**src/hw/vafe_defs.svh**
```systemverilog
/*
  Register offsets, field positions, reset values and timing counts for the
  video front-end sync, gain and offset control block.
  Assumes a 100 MHz system clock and word-aligned Avalon-MM register access.
*/
// Overview of operation
// - Select sync from three sources
// - Mask copy-protection pulses on green sync to PLL
// - Input config bit 6 disables sync mask
// - Mask also applied to horizontal sync output
// - Input config bit 7 unmasks hsync output only
// - DPLL gain register resets to 0x49
// - Gain equals 0.5 plus code over 170
// - Gain applied by clamp pulse once per line
// - Without sync, gain applied within 100 ms
// - Bandwidth bits 3:1 select eight corners
// - Bandwidth bits 7:4 select peaking zero
// - Loop on: offsets are digital adders
// - Loop off: offsets drive 10-bit DAC
// - Range bit halves offset DAC swing
// - Manual step sizes follow range bit
// - Loop enabled when control bit 0 is 0
// - Clock source 11 selects external pixel clock
`ifndef VAFE_DEFS_SVH
`define VAFE_DEFS_SVH

`define VAFE_OFS_INPUT_CFG   8'h05
`define VAFE_OFS_RED_GAIN    8'h06
`define VAFE_OFS_GREEN_GAIN  8'h07
`define VAFE_OFS_BLUE_GAIN   8'h08
`define VAFE_OFS_RED_OFF     8'h09
`define VAFE_OFS_GREEN_OFF   8'h0A
`define VAFE_OFS_BLUE_OFF    8'h0B
`define VAFE_OFS_OFF_LOW     8'h0C
`define VAFE_OFS_BANDWIDTH   8'h0D
`define VAFE_OFS_CLK_SRC     8'h13
`define VAFE_OFS_BLACK_CTRL  8'h17
`define VAFE_OFS_DPLL_GAIN   8'h1C
`define VAFE_OFS_STATUS      8'h30

`define VAFE_BIT_SYNC_SEL_LO 3
`define VAFE_BIT_SYNC_SEL_HI 4
`define VAFE_BIT_MASK_DIS    6
`define VAFE_BIT_HS_MASK_DIS 7
`define VAFE_BIT_RANGE       0
`define VAFE_BIT_LOOP_OFF    0
`define VAFE_BIT_CLK_LO      4
`define VAFE_BIT_CLK_HI      5

`define VAFE_RST_DPLL_GAIN   8'h49
`define VAFE_RST_BANDWIDTH   8'h0E
`define VAFE_RST_GAIN        8'h55
`define VAFE_RST_OFFSET      8'h80
`define VAFE_RST_ZERO        8'h00
`define VAFE_CLK_EXTERNAL    2'h3

`define VAFE_CLK_MHZ         100
`define VAFE_GAIN_TIMEOUT_MS 100
`define VAFE_GAIN_TIMEOUT_CYC (`VAFE_GAIN_TIMEOUT_MS * 1000 * `VAFE_CLK_MHZ)

`endif

```
**src/hw/vafe_pkg.sv**
```systemverilog
/*
  Types for the video front-end control block.
  Assumes vafe_defs.svh is compiled alongside.
*/
package vafe_pkg;

  typedef enum logic [1:0] {
    VAFE_SYNC_SEPARATE = 2'h0,
    VAFE_SYNC_CSYNC_HS = 2'h1,
    VAFE_SYNC_GREEN    = 2'h2
  } vafe_sync_sel_type;

  typedef struct packed {
    logic       raw_hsync;
    logic       raw_vsync;
    logic       green_channel_sync;
    logic       copy_protect_det;
    logic       cp_pulse;
  } vafe_sync_in_type;

  typedef struct packed {
    logic       pll_sync;
    logic       hsync_out;
    logic       vsync_out;
  } vafe_sync_out_type;

  typedef struct packed {
    logic [7:0] red;
    logic [7:0] green;
    logic [7:0] blue;
  } vafe_gain_type;

  typedef struct packed {
    logic       loop_on;
    logic       range_half;
    logic [9:0] red_dac;
    logic [9:0] green_dac;
    logic [9:0] blue_dac;
    logic [7:0] red_digital;
    logic [7:0] green_digital;
    logic [7:0] blue_digital;
  } vafe_offset_type;

  typedef struct packed {
    logic [2:0] bw_corner;
    logic [3:0] peaking;
    logic       ext_pixel_clk;
    logic       loop_run;
    logic [7:0] dpll_gain;
  } vafe_analog_type;

endpackage

```
**src/hw/vafe_ctrl.sv**
```systemverilog
/*
  Sync selection, copy-protection masking, staged gain, bandwidth, peaking
  and offset control for a three-channel video front end, with an Avalon-MM
  register slave.
  Assumes the copy-protection detector, clamp pulse and sync inputs are
  synchronous to clk; analog blocks consume the registered outputs.
*/
// Implementation choice: the Avalon-MM slave port.
`timescale 1ns/1ps
`include "vafe_defs.svh"

module vafe_ctrl #(
  parameter int GAIN_TIMEOUT_CYC = `VAFE_GAIN_TIMEOUT_CYC
) (
  input  wire logic                     clk,
  input  wire logic                     srst,
  input  wire logic [7:0]               avs_address,
  input  wire logic                     avs_read,
  input  wire logic                     avs_write,
  input  wire logic [31:0]              avs_writedata,
  input  wire logic [3:0]               avs_byteenable,
  output logic [31:0]                   avs_readdata,
  output logic                          avs_waitrequest,
  input  wire vafe_pkg::vafe_sync_in_type sync_in,
  input  wire logic                     clamp_pulse,
  input  wire logic                     hsync_trailing,
  output vafe_pkg::vafe_sync_out_type   sync_out,
  output vafe_pkg::vafe_gain_type       gain_active,
  output vafe_pkg::vafe_offset_type     offset_ctl,
  output vafe_pkg::vafe_analog_type     analog_ctl
);

  logic [7:0]              input_cfg_q;
  logic [7:0]              red_off_q;
  logic [7:0]              green_off_q;
  logic [7:0]              blue_off_q;
  logic [7:0]              off_low_q;
  logic [7:0]              bandwidth_q;
  logic [7:0]              clk_src_q;
  logic [7:0]              black_ctrl_q;
  logic [7:0]              dpll_gain_q;
  vafe_pkg::vafe_gain_type gain_stage_q;
  logic                    gain_pending_q;
  logic [31:0]             timeout_q;
  logic                    ack_q;
  logic                    req;
  logic                    wr_en;
  logic [7:0]              wdat;
  logic [31:0]             rdat_d;
  logic                    mask_en;
  logic                    sel_sync;
  logic                    gain_load;

  // One wait cycle; a write lands only at the edge that sees waitrequest low
  assign req   = (avs_read | avs_write) & ~ack_q;
  assign wr_en = avs_write & ack_q & avs_byteenable[0];
  assign wdat  = avs_writedata[7:0];

  always_ff @(posedge clk) begin
    if (srst) begin
      ack_q <= 1'b0;
    end else begin
      ack_q <= req;
    end
  end

  always_ff @(posedge clk) begin
    if (srst) begin
      avs_waitrequest <= 1'b1;
    end else begin
      avs_waitrequest <= ~req;
    end
  end

  always_ff @(posedge clk) begin
    if (srst) begin
      input_cfg_q  <= `VAFE_RST_ZERO;
      red_off_q    <= `VAFE_RST_OFFSET;
      green_off_q  <= `VAFE_RST_OFFSET;
      blue_off_q   <= `VAFE_RST_OFFSET;
      off_low_q    <= `VAFE_RST_ZERO;
      bandwidth_q  <= `VAFE_RST_BANDWIDTH;
      clk_src_q    <= `VAFE_RST_ZERO;
      black_ctrl_q <= `VAFE_RST_ZERO;
      dpll_gain_q  <= `VAFE_RST_DPLL_GAIN;
    end else if (wr_en) begin
      case (avs_address)
        `VAFE_OFS_INPUT_CFG:  input_cfg_q  <= wdat;
        `VAFE_OFS_RED_OFF:    red_off_q    <= wdat;
        `VAFE_OFS_GREEN_OFF:  green_off_q  <= wdat;
        `VAFE_OFS_BLUE_OFF:   blue_off_q   <= wdat;
        `VAFE_OFS_OFF_LOW:    off_low_q    <= wdat;
        `VAFE_OFS_BANDWIDTH:  bandwidth_q  <= wdat;
        `VAFE_OFS_CLK_SRC:    clk_src_q    <= wdat;
        `VAFE_OFS_BLACK_CTRL: black_ctrl_q <= wdat;
        `VAFE_OFS_DPLL_GAIN:  dpll_gain_q  <= wdat;
        default: ;
      endcase
    end
  end

  // Gain writes land in staging only, never straight on the amplifier
  always_ff @(posedge clk) begin
    if (srst) begin
      gain_stage_q <= {`VAFE_RST_GAIN, `VAFE_RST_GAIN, `VAFE_RST_GAIN};
    end else if (wr_en) begin
      case (avs_address)
        `VAFE_OFS_RED_GAIN:   gain_stage_q.red   <= wdat;
        `VAFE_OFS_GREEN_GAIN: gain_stage_q.green <= wdat;
        `VAFE_OFS_BLUE_GAIN:  gain_stage_q.blue  <= wdat;
        default: ;
      endcase
    end
  end

  // Without clamps the timeout forces the copy so a write is never stuck
  assign gain_load = clamp_pulse | (timeout_q == 32'(GAIN_TIMEOUT_CYC - 1));

  always_ff @(posedge clk) begin
    if (srst) begin
      gain_pending_q <= 1'b0;
    end else if (wr_en && avs_address >= `VAFE_OFS_RED_GAIN &&
                 avs_address <= `VAFE_OFS_BLUE_GAIN) begin
      gain_pending_q <= 1'b1;                                  // Write wins over load
    end else if (gain_load) begin
      gain_pending_q <= 1'b0;
    end
  end

  always_ff @(posedge clk) begin
    if (srst || !gain_pending_q || gain_load) begin
      timeout_q <= 32'h0000_0000;
    end else begin
      timeout_q <= timeout_q + 32'h0000_0001;
    end
  end

  always_ff @(posedge clk) begin
    if (srst) begin
      gain_active <= {`VAFE_RST_GAIN, `VAFE_RST_GAIN, `VAFE_RST_GAIN};
    end else if (gain_load) begin
      gain_active <= gain_stage_q;
    end
  end

  always_comb begin
    rdat_d = 32'h0000_0000;
    case (avs_address)
      `VAFE_OFS_INPUT_CFG:  rdat_d[7:0] = input_cfg_q;
      `VAFE_OFS_RED_GAIN:   rdat_d[7:0] = gain_stage_q.red;
      `VAFE_OFS_GREEN_GAIN: rdat_d[7:0] = gain_stage_q.green;
      `VAFE_OFS_BLUE_GAIN:  rdat_d[7:0] = gain_stage_q.blue;
      `VAFE_OFS_RED_OFF:    rdat_d[7:0] = red_off_q;
      `VAFE_OFS_GREEN_OFF:  rdat_d[7:0] = green_off_q;
      `VAFE_OFS_BLUE_OFF:   rdat_d[7:0] = blue_off_q;
      `VAFE_OFS_OFF_LOW:    rdat_d[7:0] = off_low_q;
      `VAFE_OFS_BANDWIDTH:  rdat_d[7:0] = bandwidth_q;
      `VAFE_OFS_CLK_SRC:    rdat_d[7:0] = clk_src_q;
      `VAFE_OFS_BLACK_CTRL: rdat_d[7:0] = black_ctrl_q;
      `VAFE_OFS_DPLL_GAIN:  rdat_d[7:0] = dpll_gain_q;
      `VAFE_OFS_STATUS:     rdat_d[3:0] = {gain_pending_q, sync_in.copy_protect_det,
                                           sync_out.pll_sync, sync_out.hsync_out};
      default:              rdat_d = 32'h0000_0000;
    endcase
  end

  always_ff @(posedge clk) begin
    if (srst) begin
      avs_readdata <= 32'h0000_0000;
    end else if (req) begin
      avs_readdata <= rdat_d;
    end
  end

  // Sync source select; an undefined code falls back to separate sync
  always_comb begin
    case (vafe_pkg::vafe_sync_sel_type'(
          input_cfg_q[`VAFE_BIT_SYNC_SEL_HI:`VAFE_BIT_SYNC_SEL_LO]))
      vafe_pkg::VAFE_SYNC_CSYNC_HS: sel_sync = sync_in.raw_hsync;
      vafe_pkg::VAFE_SYNC_GREEN:    sel_sync = sync_in.green_channel_sync;
      default:                      sel_sync = sync_in.raw_hsync;
    endcase
  end

  // Mask only while the detector flags protection and a pulse is present
  assign mask_en = sync_in.copy_protect_det & sync_in.cp_pulse &
                   ~input_cfg_q[`VAFE_BIT_MASK_DIS];

  always_ff @(posedge clk) begin
    if (srst) begin
      sync_out.pll_sync <= 1'b0;
    end else begin
      sync_out.pll_sync <= sel_sync & ~mask_en;
    end
  end

  always_ff @(posedge clk) begin
    if (srst) begin
      sync_out.hsync_out <= 1'b0;
    end else begin
      sync_out.hsync_out <= sel_sync &
                            ~(mask_en & ~input_cfg_q[`VAFE_BIT_HS_MASK_DIS]);
    end
  end

  always_ff @(posedge clk) begin
    if (srst) begin
      sync_out.vsync_out <= 1'b0;
    end else begin
      sync_out.vsync_out <= sync_in.raw_vsync;
    end
  end

  always_ff @(posedge clk) begin
    if (srst) begin
      analog_ctl <= '0;
    end else begin
      analog_ctl.bw_corner     <= bandwidth_q[3:1];
      analog_ctl.peaking       <= bandwidth_q[7:4];
      analog_ctl.ext_pixel_clk <= (clk_src_q[`VAFE_BIT_CLK_HI:`VAFE_BIT_CLK_LO]
                                   == `VAFE_CLK_EXTERNAL);
      analog_ctl.loop_run      <= hsync_trailing &
                                  ~black_ctrl_q[`VAFE_BIT_LOOP_OFF];
      analog_ctl.dpll_gain     <= dpll_gain_q;
    end
  end

  // Loop on: DAC is the loop's, registers become digital adders
  always_ff @(posedge clk) begin
    if (srst) begin
      offset_ctl <= '0;
    end else begin
      offset_ctl.loop_on    <= ~black_ctrl_q[`VAFE_BIT_LOOP_OFF];
      offset_ctl.range_half <= off_low_q[`VAFE_BIT_RANGE];
      offset_ctl.red_digital   <= black_ctrl_q[0] ? 8'h00 : red_off_q;
      offset_ctl.green_digital <= black_ctrl_q[0] ? 8'h00 : green_off_q;
      offset_ctl.blue_digital  <= black_ctrl_q[0] ? 8'h00 : blue_off_q;
      offset_ctl.red_dac   <= {red_off_q,   off_low_q[7:6]};
      offset_ctl.green_dac <= {green_off_q, off_low_q[5:4]};
      offset_ctl.blue_dac  <= {blue_off_q,  off_low_q[3:2]};
    end
  end

  dpll_reset_a: assert property (@(posedge clk) $fell(srst) |=>
      analog_ctl.dpll_gain == `VAFE_RST_DPLL_GAIN)
    else $error("dpll gain reset value wrong");

  gain_staged_a: assert property (@(posedge clk) disable iff (srst)
      !gain_load |=> $stable(gain_active))
    else $error("gain changed without load");

  gain_clamp_a: assert property (@(posedge clk) disable iff (srst)
      clamp_pulse |=> gain_active == $past(gain_stage_q))
    else $error("gain not loaded on clamp");

  gain_timeout_a: assert property (@(posedge clk) disable iff (srst)
      timeout_q < 32'(GAIN_TIMEOUT_CYC))
    else $error("gain timeout overrun");

  pll_mask_a: assert property (@(posedge clk) disable iff (srst)
      mask_en |=> !sync_out.pll_sync)
    else $error("masked sync reached pll");

  mask_off_a: assert property (@(posedge clk) disable iff (srst)
      !sync_in.copy_protect_det |=> sync_out.pll_sync == $past(sel_sync))
    else $error("sync altered without detection");

  hs_pass_a: assert property (@(posedge clk) disable iff (srst)
      input_cfg_q[7] |=> sync_out.hsync_out == $past(sel_sync))
    else $error("hsync output masked while unmasked");

  bw_map_a: assert property (@(posedge clk) disable iff (srst)
      1'b1 |=> analog_ctl.bw_corner == $past(bandwidth_q[3:1]))
    else $error("bandwidth corner wrong");

  dac_map_a: assert property (@(posedge clk) disable iff (srst)
      1'b1 |=> offset_ctl.red_dac[9:2] == $past(red_off_q))
    else $error("dac high bits wrong");

  wait_one_a: assert property (@(posedge clk) disable iff (srst)
      req |=> !avs_waitrequest) 
    else $error("waitrequest not released");

  // Bus side: writes and read data belong to the waitrequest-low edge
  wr_ack_a: assert property (@(posedge clk) disable iff (srst)
      wr_en |->
      !avs_waitrequest)
    else $error("write landed while waitrequest high");

  rd_data_a: assert property (@(posedge clk) disable iff (srst)
      avs_read && ack_q |->
      avs_readdata == $past(rdat_d))
    else $error("read data not standing at acknowledge");

  gain_reset_a: assert property (@(posedge clk)
      $fell(srst) |->
      gain_active == {`VAFE_RST_GAIN, `VAFE_RST_GAIN, `VAFE_RST_GAIN})
    else $error("gain reset value wrong");

  bw_reset_a: assert property (@(posedge clk)
      $fell(srst) |->
      bandwidth_q == `VAFE_RST_BANDWIDTH)
    else $error("bandwidth reset value wrong");

  pending_set_a: assert property (@(posedge clk) disable iff (srst)
      wr_en && avs_address inside {[`VAFE_OFS_RED_GAIN:`VAFE_OFS_BLUE_GAIN]} |=>
      gain_pending_q)
    else $error("gain write not staged");

  // Sync path
  green_sel_a: assert property (@(posedge clk) disable iff (srst)
      input_cfg_q[`VAFE_BIT_SYNC_SEL_HI:`VAFE_BIT_SYNC_SEL_LO] == 2'h2 |->
      sel_sync == sync_in.green_channel_sync)
    else $error("green sync not selected");

  vsync_pass_a: assert property (@(posedge clk) disable iff (srst)
      1'b1 |=>
      sync_out.vsync_out == $past(sync_in.raw_vsync))
    else $error("vsync output wrong");

  mask_dis_a: assert property (@(posedge clk) disable iff (srst)
      input_cfg_q[`VAFE_BIT_MASK_DIS] |=>
      sync_out.pll_sync == $past(sel_sync))
    else $error("sync masked while mask disabled");

  hs_mask_a: assert property (@(posedge clk) disable iff (srst)
      mask_en && !input_cfg_q[`VAFE_BIT_HS_MASK_DIS] |=>
      !sync_out.hsync_out)
    else $error("masked pulse reached hsync output");

  // Analog controls
  peak_map_a: assert property (@(posedge clk) disable iff (srst)
      1'b1 |=>
      analog_ctl.peaking == $past(bandwidth_q[7:4]))
    else $error("peaking field wrong");

  ext_clk_a: assert property (@(posedge clk) disable iff (srst)
      1'b1 |=>
      analog_ctl.ext_pixel_clk == ($past(clk_src_q[5:4]) == `VAFE_CLK_EXTERNAL))
    else $error("external clock select wrong");

  dpll_map_a: assert property (@(posedge clk) disable iff (srst)
      1'b1 |=>
      analog_ctl.dpll_gain == $past(dpll_gain_q))
    else $error("dpll gain output wrong");

  loop_trig_a: assert property (@(posedge clk) disable iff (srst)
      hsync_trailing && !black_ctrl_q[`VAFE_BIT_LOOP_OFF] |=>
      analog_ctl.loop_run)
    else $error("loop not run after trailing edge");

  loop_run_a: assert property (@(posedge clk) disable iff (srst)
      analog_ctl.loop_run |->
      offset_ctl.loop_on)
    else $error("loop run while loop disabled");

  // Offset paths
  digital_on_a: assert property (@(posedge clk) disable iff (srst)
      !black_ctrl_q[`VAFE_BIT_LOOP_OFF] |=> {offset_ctl.red_digital, offset_ctl.green_digital,
      offset_ctl.blue_digital} == $past({red_off_q, green_off_q, blue_off_q}))
    else $error("digital offset wrong");

  digital_off_a: assert property (@(posedge clk) disable iff (srst)
      !offset_ctl.loop_on |-> {offset_ctl.red_digital, offset_ctl.green_digital,
      offset_ctl.blue_digital} == 24'h000000)
    else $error("digital offset active with loop off");

  range_map_a: assert property (@(posedge clk) disable iff (srst)
      1'b1 |=>
      offset_ctl.range_half == $past(off_low_q[`VAFE_BIT_RANGE]))
    else $error("offset range bit wrong");

  dac_low_a: assert property (@(posedge clk) disable iff (srst)
      1'b1 |=> {offset_ctl.red_dac[1:0], offset_ctl.green_dac[1:0],
      offset_ctl.blue_dac[1:0]} == $past(off_low_q[7:2]))
    else $error("dac low bits wrong");

  cp_mask_c: cover property (@(posedge clk) disable iff (srst) mask_en);
  gain_load_c: cover property (@(posedge clk) disable iff (srst) gain_load && gain_pending_q);
  ext_clk_c: cover property (@(posedge clk) disable iff (srst) analog_ctl.ext_pixel_clk);
  hs_pass_c: cover property (@(posedge clk) disable iff (srst)
      mask_en && input_cfg_q[`VAFE_BIT_HS_MASK_DIS]);
  loop_off_c: cover property (@(posedge clk) disable iff (srst) !offset_ctl.loop_on);

endmodule // vafe_ctrl

```
**config.mk**
```make
export PLATFORM = sky130hd
export DESIGN_NAME = vafe_ctrl
export DESIGN_NICKNAME = d
export VERILOG_FILES = /design/src/hw/vafe_pkg.sv /design/src/hw/vafe_ctrl.sv
export VERILOG_INCLUDE_DIRS = /design/src /design/src/hw
export SDC_FILE = /design/constraint.sdc
export NUM_CORES = 1
export LEC_CHECK = 0
export ABC_CLOCK_PERIOD_IN_PS = 2700
export BUFFER_PORTS_ARGS = -buffer_cell sky130_fd_sc_hd__buf_4
export CELL_PAD_IN_SITES_DETAIL_PLACEMENT = 2
export CELL_PAD_IN_SITES_GLOBAL_PLACEMENT = 2
export CORE_MARGIN = 1.5
export CORE_UTILIZATION = 34
export DETAILED_ROUTE_END_ITERATION = 8
export PLACE_DENSITY_LB_ADDON = 0.25
export SLEW_MARGIN = 10
export SYNTH_ARGS = -nofsm -noshare
export SYNTH_HDL_FRONTEND = slang
export SYNTH_SLANG_ARGS = --single-unit
export TNS_END_PERCENT = 100
```
**constraint.sdc**
```tcl
create_clock -name clk -period 2.7 [get_ports clk]
set_input_delay 0.405 -clock clk [delete_from_list [all_inputs] [get_ports clk]]
set_output_delay 0.405 -clock clk [all_outputs]
set_load 0.01 [all_outputs]
```
# Yosys cells after proc, flatten, opt, wreduce, memory -nomap -nowiden
# Index checks and enable logic that the tools add are counted.
[classes]
eq_ne = 16
bitwise_logic = 18
mul = 0
n_lt_le_gt_ge = 2
n_shift = 0
n_mux = 5
addsub = 1
n_reduce_logical = 19
n_div = 0
[ops]
columns = ["op", "n"]
rows = [
  ["4-bit case mux with 13 select lines", 1],
  ["8-bit by 4-bit equality test with 1-bit output, second input constant", 6],
  ["4-bit case mux with 12 select lines", 1],
  ["32-bit by 1-bit adder with 32-bit output, second input constant", 1],
  ["32-bit by 24-bit equality test with 1-bit output, second input constant", 1],
  ["8-bit by 3-bit equality test with 1-bit output, second input constant", 3],
  ["8-bit by 5-bit equality test with 1-bit output, second input constant", 3],
  ["2-bit AND reduction", 12],
  ["1-bit bitwise AND", 9],
  ["8-bit by 6-bit equality test with 1-bit output, second input constant", 1],
  ["8-bit by 3-bit greater-or-equal comparator with 1-bit output, second input constant", 1],
  ["8-bit by 4-bit less-or-equal comparator with 1-bit output, second input constant", 1],
  ["1-bit inverter", 7],
  ["2-bit equality test, second input constant", 2],
  ["1-bit 2-to-1 mux", 3],
  ["1-bit logical AND", 2],
  ["1-bit logical OR", 2],
  ["1-bit bitwise OR", 2],
  ["2-bit nonzero test", 1],
  ["2-bit OR reduction", 1],
  ["1-bit zero test", 1],
]
[word_totals]
latch_bits = 0
reg_bits = 239
wordCells = 97
ram_bits = 0
inputBits = 55
mem_bits_ro = 0
mem_count = 0
out_inout_bits = 133

# Depth between registers and ports, before layout
[depth]
depth_word = 5
mapped_depth = 8
ltp_nobuf = 6

# Least setup slack after synthesis
# Ideal clock, no wire load.
[synth_timing]
kind = "input -> register"
from = "input avs_address[4]"
to = "register gain_stage_q[0] (netlist name)"
stages = 6
setup_ns = 0.120
arrival_ns = 1.979
t_required_ns = 2.580
path_buffers = 2
setup_slack_ns = 0.601
path_cell_list = "buf_4 > or4_4 > nor3_4 > buf_4 > nand2_2 > a211o_1"
[synth_via]
elab_chain_len = 2
[synth_rtl]
columns = ["element", "line", "rtl"]
rows = [
  ["from (decl)", "vafe_ctrl.sv:17", "input wire logic [7:0] avs_address,"],
  ["8-bit by 4-bit equality test with 1-bit output", "vafe_ctrl.sv:107", "case (avs_address)"],
  ["2-bit AND reduction (no source line)", "-", ""],
  ["to (signal assigned)", "vafe_ctrl.sv:105", "gain_stage_q <= {`VAFE_RST_GAIN, `VAFE_RST_GAIN, `VAFE_RST_GAIN};"],
  ["to (decl)", "vafe_ctrl.sv:42", "vafe_pkg::vafe_gain_type gain_stage_q;"],
]
# No other way between the ends.
# A chain may end at the register's enable or synchronous reset.

# Worst setup path in the final report
[layout_timing]
from = "register timeout_q[22]"
to = "register gain_active[22] (netlist name)"
[layout_via]
elab_chain_len = 2
[layout_rtl]
columns = ["element", "line", "rtl"]
rows = [
  ["from (decl)", "vafe_ctrl.sv:44", "logic [31:0] timeout_q;"],
  ["from (signal assigned)", "vafe_ctrl.sv:134", "timeout_q <= timeout_q + 32'h0000_0001;"],
  ["32-bit by 24-bit equality test with 1-bit output", "vafe_ctrl.sv:117", "assign gain_load = clamp_pulse | (timeout_q == 32'(GAIN_TIMEOUT_CYC - 1));"],
  ["1-bit bitwise OR", "vafe_ctrl.sv:117", ""],
  ["to (signal assigned)", "vafe_ctrl.sv:140", "gain_active <= {`VAFE_RST_GAIN, `VAFE_RST_GAIN, `VAFE_RST_GAIN};"],
  ["to (signal assigned)", "vafe_ctrl.sv:142", "gain_active <= gain_stage_q;"],
  ["to (decl)", "vafe_ctrl.sv:28", "output vafe_pkg::vafe_gain_type gain_active,"],
]
# No other way between the ends.

==> flow_summary_export.csv <==
group,metric,value,unit
global_routing,grt_pass1_vias,8285,
detailed_routing,post_drt_wl_per_cell,21.7,um
placed_design,place_congestion,0.841,
synth,ys_warn_count,0,
clock_network,cts_tree,"built",
global_routing,grt_max_degree,112,
detailed_routing,routed_wl,32600,um
detailed_routing,drtPass1Iterations,5,
sta,max_freq,0.429,GHz
sta,fin_crit,2.33,ns
floorplanning,ios,188,
placed_design,port_buffers,136,
synth,synthArstFlopShare,0,%
setup_path,critPathMaxFanout,36,
floorplanning,floorplan.initialDensity,34.9,%
global_routing,overflow,0,
synth,synth_top_area_share,50.6,%
setup_path,path_common_cell,"buf_4",
synth,synth-edff-count,0,
hold_path,worstHoldPathType,"input port to flip-flop",
synth,synth.distinct_cells,70,
setup_path,end_kind,"flip-flop",
detailed_routing,vias_per_cell,5.23,
clock_network,cts-root-buf,"clkbuf_16",
layout,seqCellArea,4780,sq um
sta,hold_viol,0,
detailed_routing,drt_iter0_drc,464,
power_and_ir_drop,leakage,4.59,nW
detailed_routing,vias,7845,
layout,final_cell_area,11800,sq um
layout,drive_gt1_share,21.9,%
setup_path,reg2reg_slack,0.37,ns
setup_path,startpoint_type,"flip-flop",
layout,nets,1164,
floorplanning,die_h,170,um
detailed_routing,ant_nets,0,
setup_path,arrival,2.73,ns
sta,maxSlewHeadroom,53.7,%
layout,n_antenna_cell,0,
global_routing,grt_util_all_layers,22.7,%
synth,ys_seq_area_share,50.6,%
outcome,status,"complete, no violations",
sta,slew_violations,0,
floorplanning,core,27100,sq um
sta,tightest_slew,0.687,ns
global_routing,grt_pass1_wl,50000,um
power_and_ir_drop,cellPowerDensity,642,nW/um^2
clock_network,clkSinkCount,239,
setup_path,crit_type,"flip-flop to flip-flop",
layout,multi_input_area,4300,sq um
detailed_routing,route.detailed.drc,0,
setup_path,cp-startpoint,"timeout_q[22]",
setup_path,critical-path-max-stage-delay,0.53,ns
placed_design,placed_cell_area,10900,sq um
layout,syn2layout_area_growth,24.4,%
floorplanning,die_w,170,um
floorplanning,rows,60,
setup_path,critPathSlowestCell,"or4_1",
clock_network,ctsResizeCount,0,
placed_design,dp_hpwl,22800,um
synth,yosys-top-cells-area,"dfxtp_1 (51%), nor2b_1 (5.8%), mux2i_1 (5.3%)",
setup_path,rr_worst_depth,7,
global_routing,grt_antenna_before_repair,0,
synth,synth-seq-cells,239,
clock_network,clkLatencyLatePin,0.54,ns
setup_path,rr_startpoint,"timeout_q[22]",
sta,final.setup_skew,0.0105,ns
floorplanning,dieArea,28800,sq um
setup_path,cp.required,3.10,ns
sta,setup_tns,0,ns
layout,fin_util,43.4,%
setup_path,worstReg2RegEnd,"gain_active[22]",
setup_path,crit_end,"gain_active[22]",
layout,fill_cells,2902,
clock_network,cts_hold_buf,0,
sta,rsz0062_at_grt,"false",
synth,syn_area,9450,sq um
sta,finalCritPeriodShare,86.3,%
synth,synth_ff_type,"dfxtp_1",
synth,yosysTopAreaCell,"dfxtp_1",
clock_network,postCtsSetupRepairBufs,0,
power_and_ir_drop,peakVddDrop,0.392,mV
clock_network,cts_buffer_depth,3,
run,maxCapViolations,0,
power_and_ir_drop,p_total,7.55,mW
clock_network,clk_pin_slew,0.06,ns
synth,synthCells,971,
clock_network,htree_levels,1,
setup_path,cp_cell_sequence,"or4_1 > nor4_1 > buf_4 > a31oi_4 > buf_4 > nor3_1 > a21oi_1",
clock_network,cts-buffers-inserted,27,
synth,syn_area_per_cell,9.74,sq um
sta,setup_viol_count_final,0,
[layer usage]
metal	vias up	global-route usage [%]	share of wire (%)
li1	3630	-	-
met1	3955	29.3	44
met2	209	39.4	49
met3	51	3.22	4.7
met4	0	6.50	2.6
met5	-	0	0
[flip-flops by register name, summed over array words and instances, names as in the netlist]
| name | count |
|---|---|
| offset_ctl | 56 |
| timeout_q | 32 |
| gain_active | 24 |
| gain_stage_q | 24 |
| analog_ctl | 17 |
| avs_readdata | 8 |
| bandwidth_q | 8 |
| black_ctrl_q | 8 |
| blue_off_q | 8 |
| clk_src_q | 8 |
| dpll_gain_q | 8 |
| green_off_q | 8 |
| input_cfg_q | 8 |
| off_low_q | 8 |
| red_off_q | 8 |
| sync_out | 3 |
| ack_q | 1 |
| avs_waitrequest | 1 |
| gain_pending_q | 1 |
[report_power, final]
| group | switching [mW] | internal, mW |
|---|---|---|
| registers | 0.00636 | 3.54 |
| logic | 0.230 | 0.0998 |
| clock network | 1.48 | 2.19 |
| total | 1.72 | 5.83 |
[worst min path at each step]
stage | start | end | cells past startpoint
global route | hsync_trailing | analog_ctl[8] | 2
global placement | clk_src_q[1] | clk_src_q[1] | 2
CTS | hsync_trailing | analog_ctl[8] | 2
finish | hsync_trailing | analog_ctl[8] | 2
floorplan | clk_src_q[4] | analog_ctl[9] | 2
detailed placement | input_cfg_q[5] | input_cfg_q[5] | 2
[placed cells by master (no fill, tap or decap), types with 6 or more instances in the layout]
cell type / synthesis / routed
nand3_1: 41 / 41
and2_1: 6 / 6
clkbuf_8: 0 / 6
clkbuf_1: 39 / 6
nor3_1: 19 / 19
dfxtp_1: 239 / 239
a32oi_1: 7 / 7
xor2_1: 20 / 20
xnor2_1: 7 / 7
clkbuf_16: 0 / 27
nand4_1: 9 / 9
o21ai_0: 9 / 9
mux2_2: 10 / 10
mux2i_1: 50 / 50
nand2_1: 73 / 73
conb_1: 1 / 24
a22oi_1: 8 / 8
nor2b_1: 88 / 88
and3_1: 13 / 13
nand3b_1: 7 / 7
and4_1: 6 / 6
nor2_1: 92 / 92
o22a_1: 21 / 21
a211o_1: 18 / 18
buf_4: 29 / 168
a21oi_1: 45 / 45
[cells in the mapped netlist, drive strengths merged (3+ instances only)]
| master | instances |
|---|---|
| nor3 | 22 |
| a22oi | 8 |
| a211o | 18 |
| o211ai | 4 |
| and2 | 6 |
| buf | 46 |
| nor4b | 6 |
| and3 | 13 |
| mux2 | 10 |
| and4 | 6 |
| or3 | 4 |
| o22a | 21 |
| a22o | 4 |
| inv | 5 |
| clkbuf | 39 |
| xor2 | 20 |
| a32o | 3 |
| nand3b | 7 |
| nand2 | 77 |
| dfxtp | 239 |
| nand3 | 41 |
| nand4 | 10 |
| a32oi | 7 |
| nor4 | 11 |
| o22ai | 4 |
| nor2b | 88 |
| mux2i | 50 |
| a21oi | 45 |
| o32ai | 3 |
| or4 | 3 |
| xnor2 | 7 |
| o21ai | 9 |
| nor2 | 97 |
| nand2b | 5 |
[cell families (layout without fill, tap and decap cells)]
| kind of cell | count (synthesis) | after routing | synth area share (%) |
|---|---|---|---|
| buf+inv | 90 | 223 | 4.96 |
| fa+ha+maj | 1 | 1 | 0.132 |
| mux | 62 | 62 | 6.96 |
| other cells | 1 | 24 | 0.0397 |
| simple gates | 407 | 407 | 23.9 |
| xor+xnor | 27 | 27 | 2.50 |
| flops | 239 | 239 | 50.6 |
| compound gates | 144 | 144 | 10.9 |
[layout make-up]
type                            count  share of cell area, %
Clock buffer                       39                   6.64
Clock inverter                      9                  0.894
Multi-Input combinational cell    665                   36.6
Tap cell                          372                   3.96
Timing Repair Buffer              170                   11.1
Sequential cell                   239                   40.7
Inverter                            5                  0.160
[through the flow]
stage               instances  hold WS [ns]  worst slack, ns
floorplan                 994         0.422            0.601
global placement         1451         0.440            0.265
detailed placement       1451         0.456            0.230
CTS                      1499        0.0647            0.314
global route             1499        0.0923            0.132
finish                   1499        0.0761            0.371
[critical path: cells and delay by family (launching register included)]
| kind | cells | cell delay (ns) |
|---|---|---|
| flip-flops | 1 | 0.33 |
| AO/OA/AOI/OAI | 2 | 0.17 |
| AND/OR/NAND/NOR | 3 | 1.17 |
| buffers and inverters | 2 | 0.50 |
No activity file was read; power rests on OpenSTA's default activity.
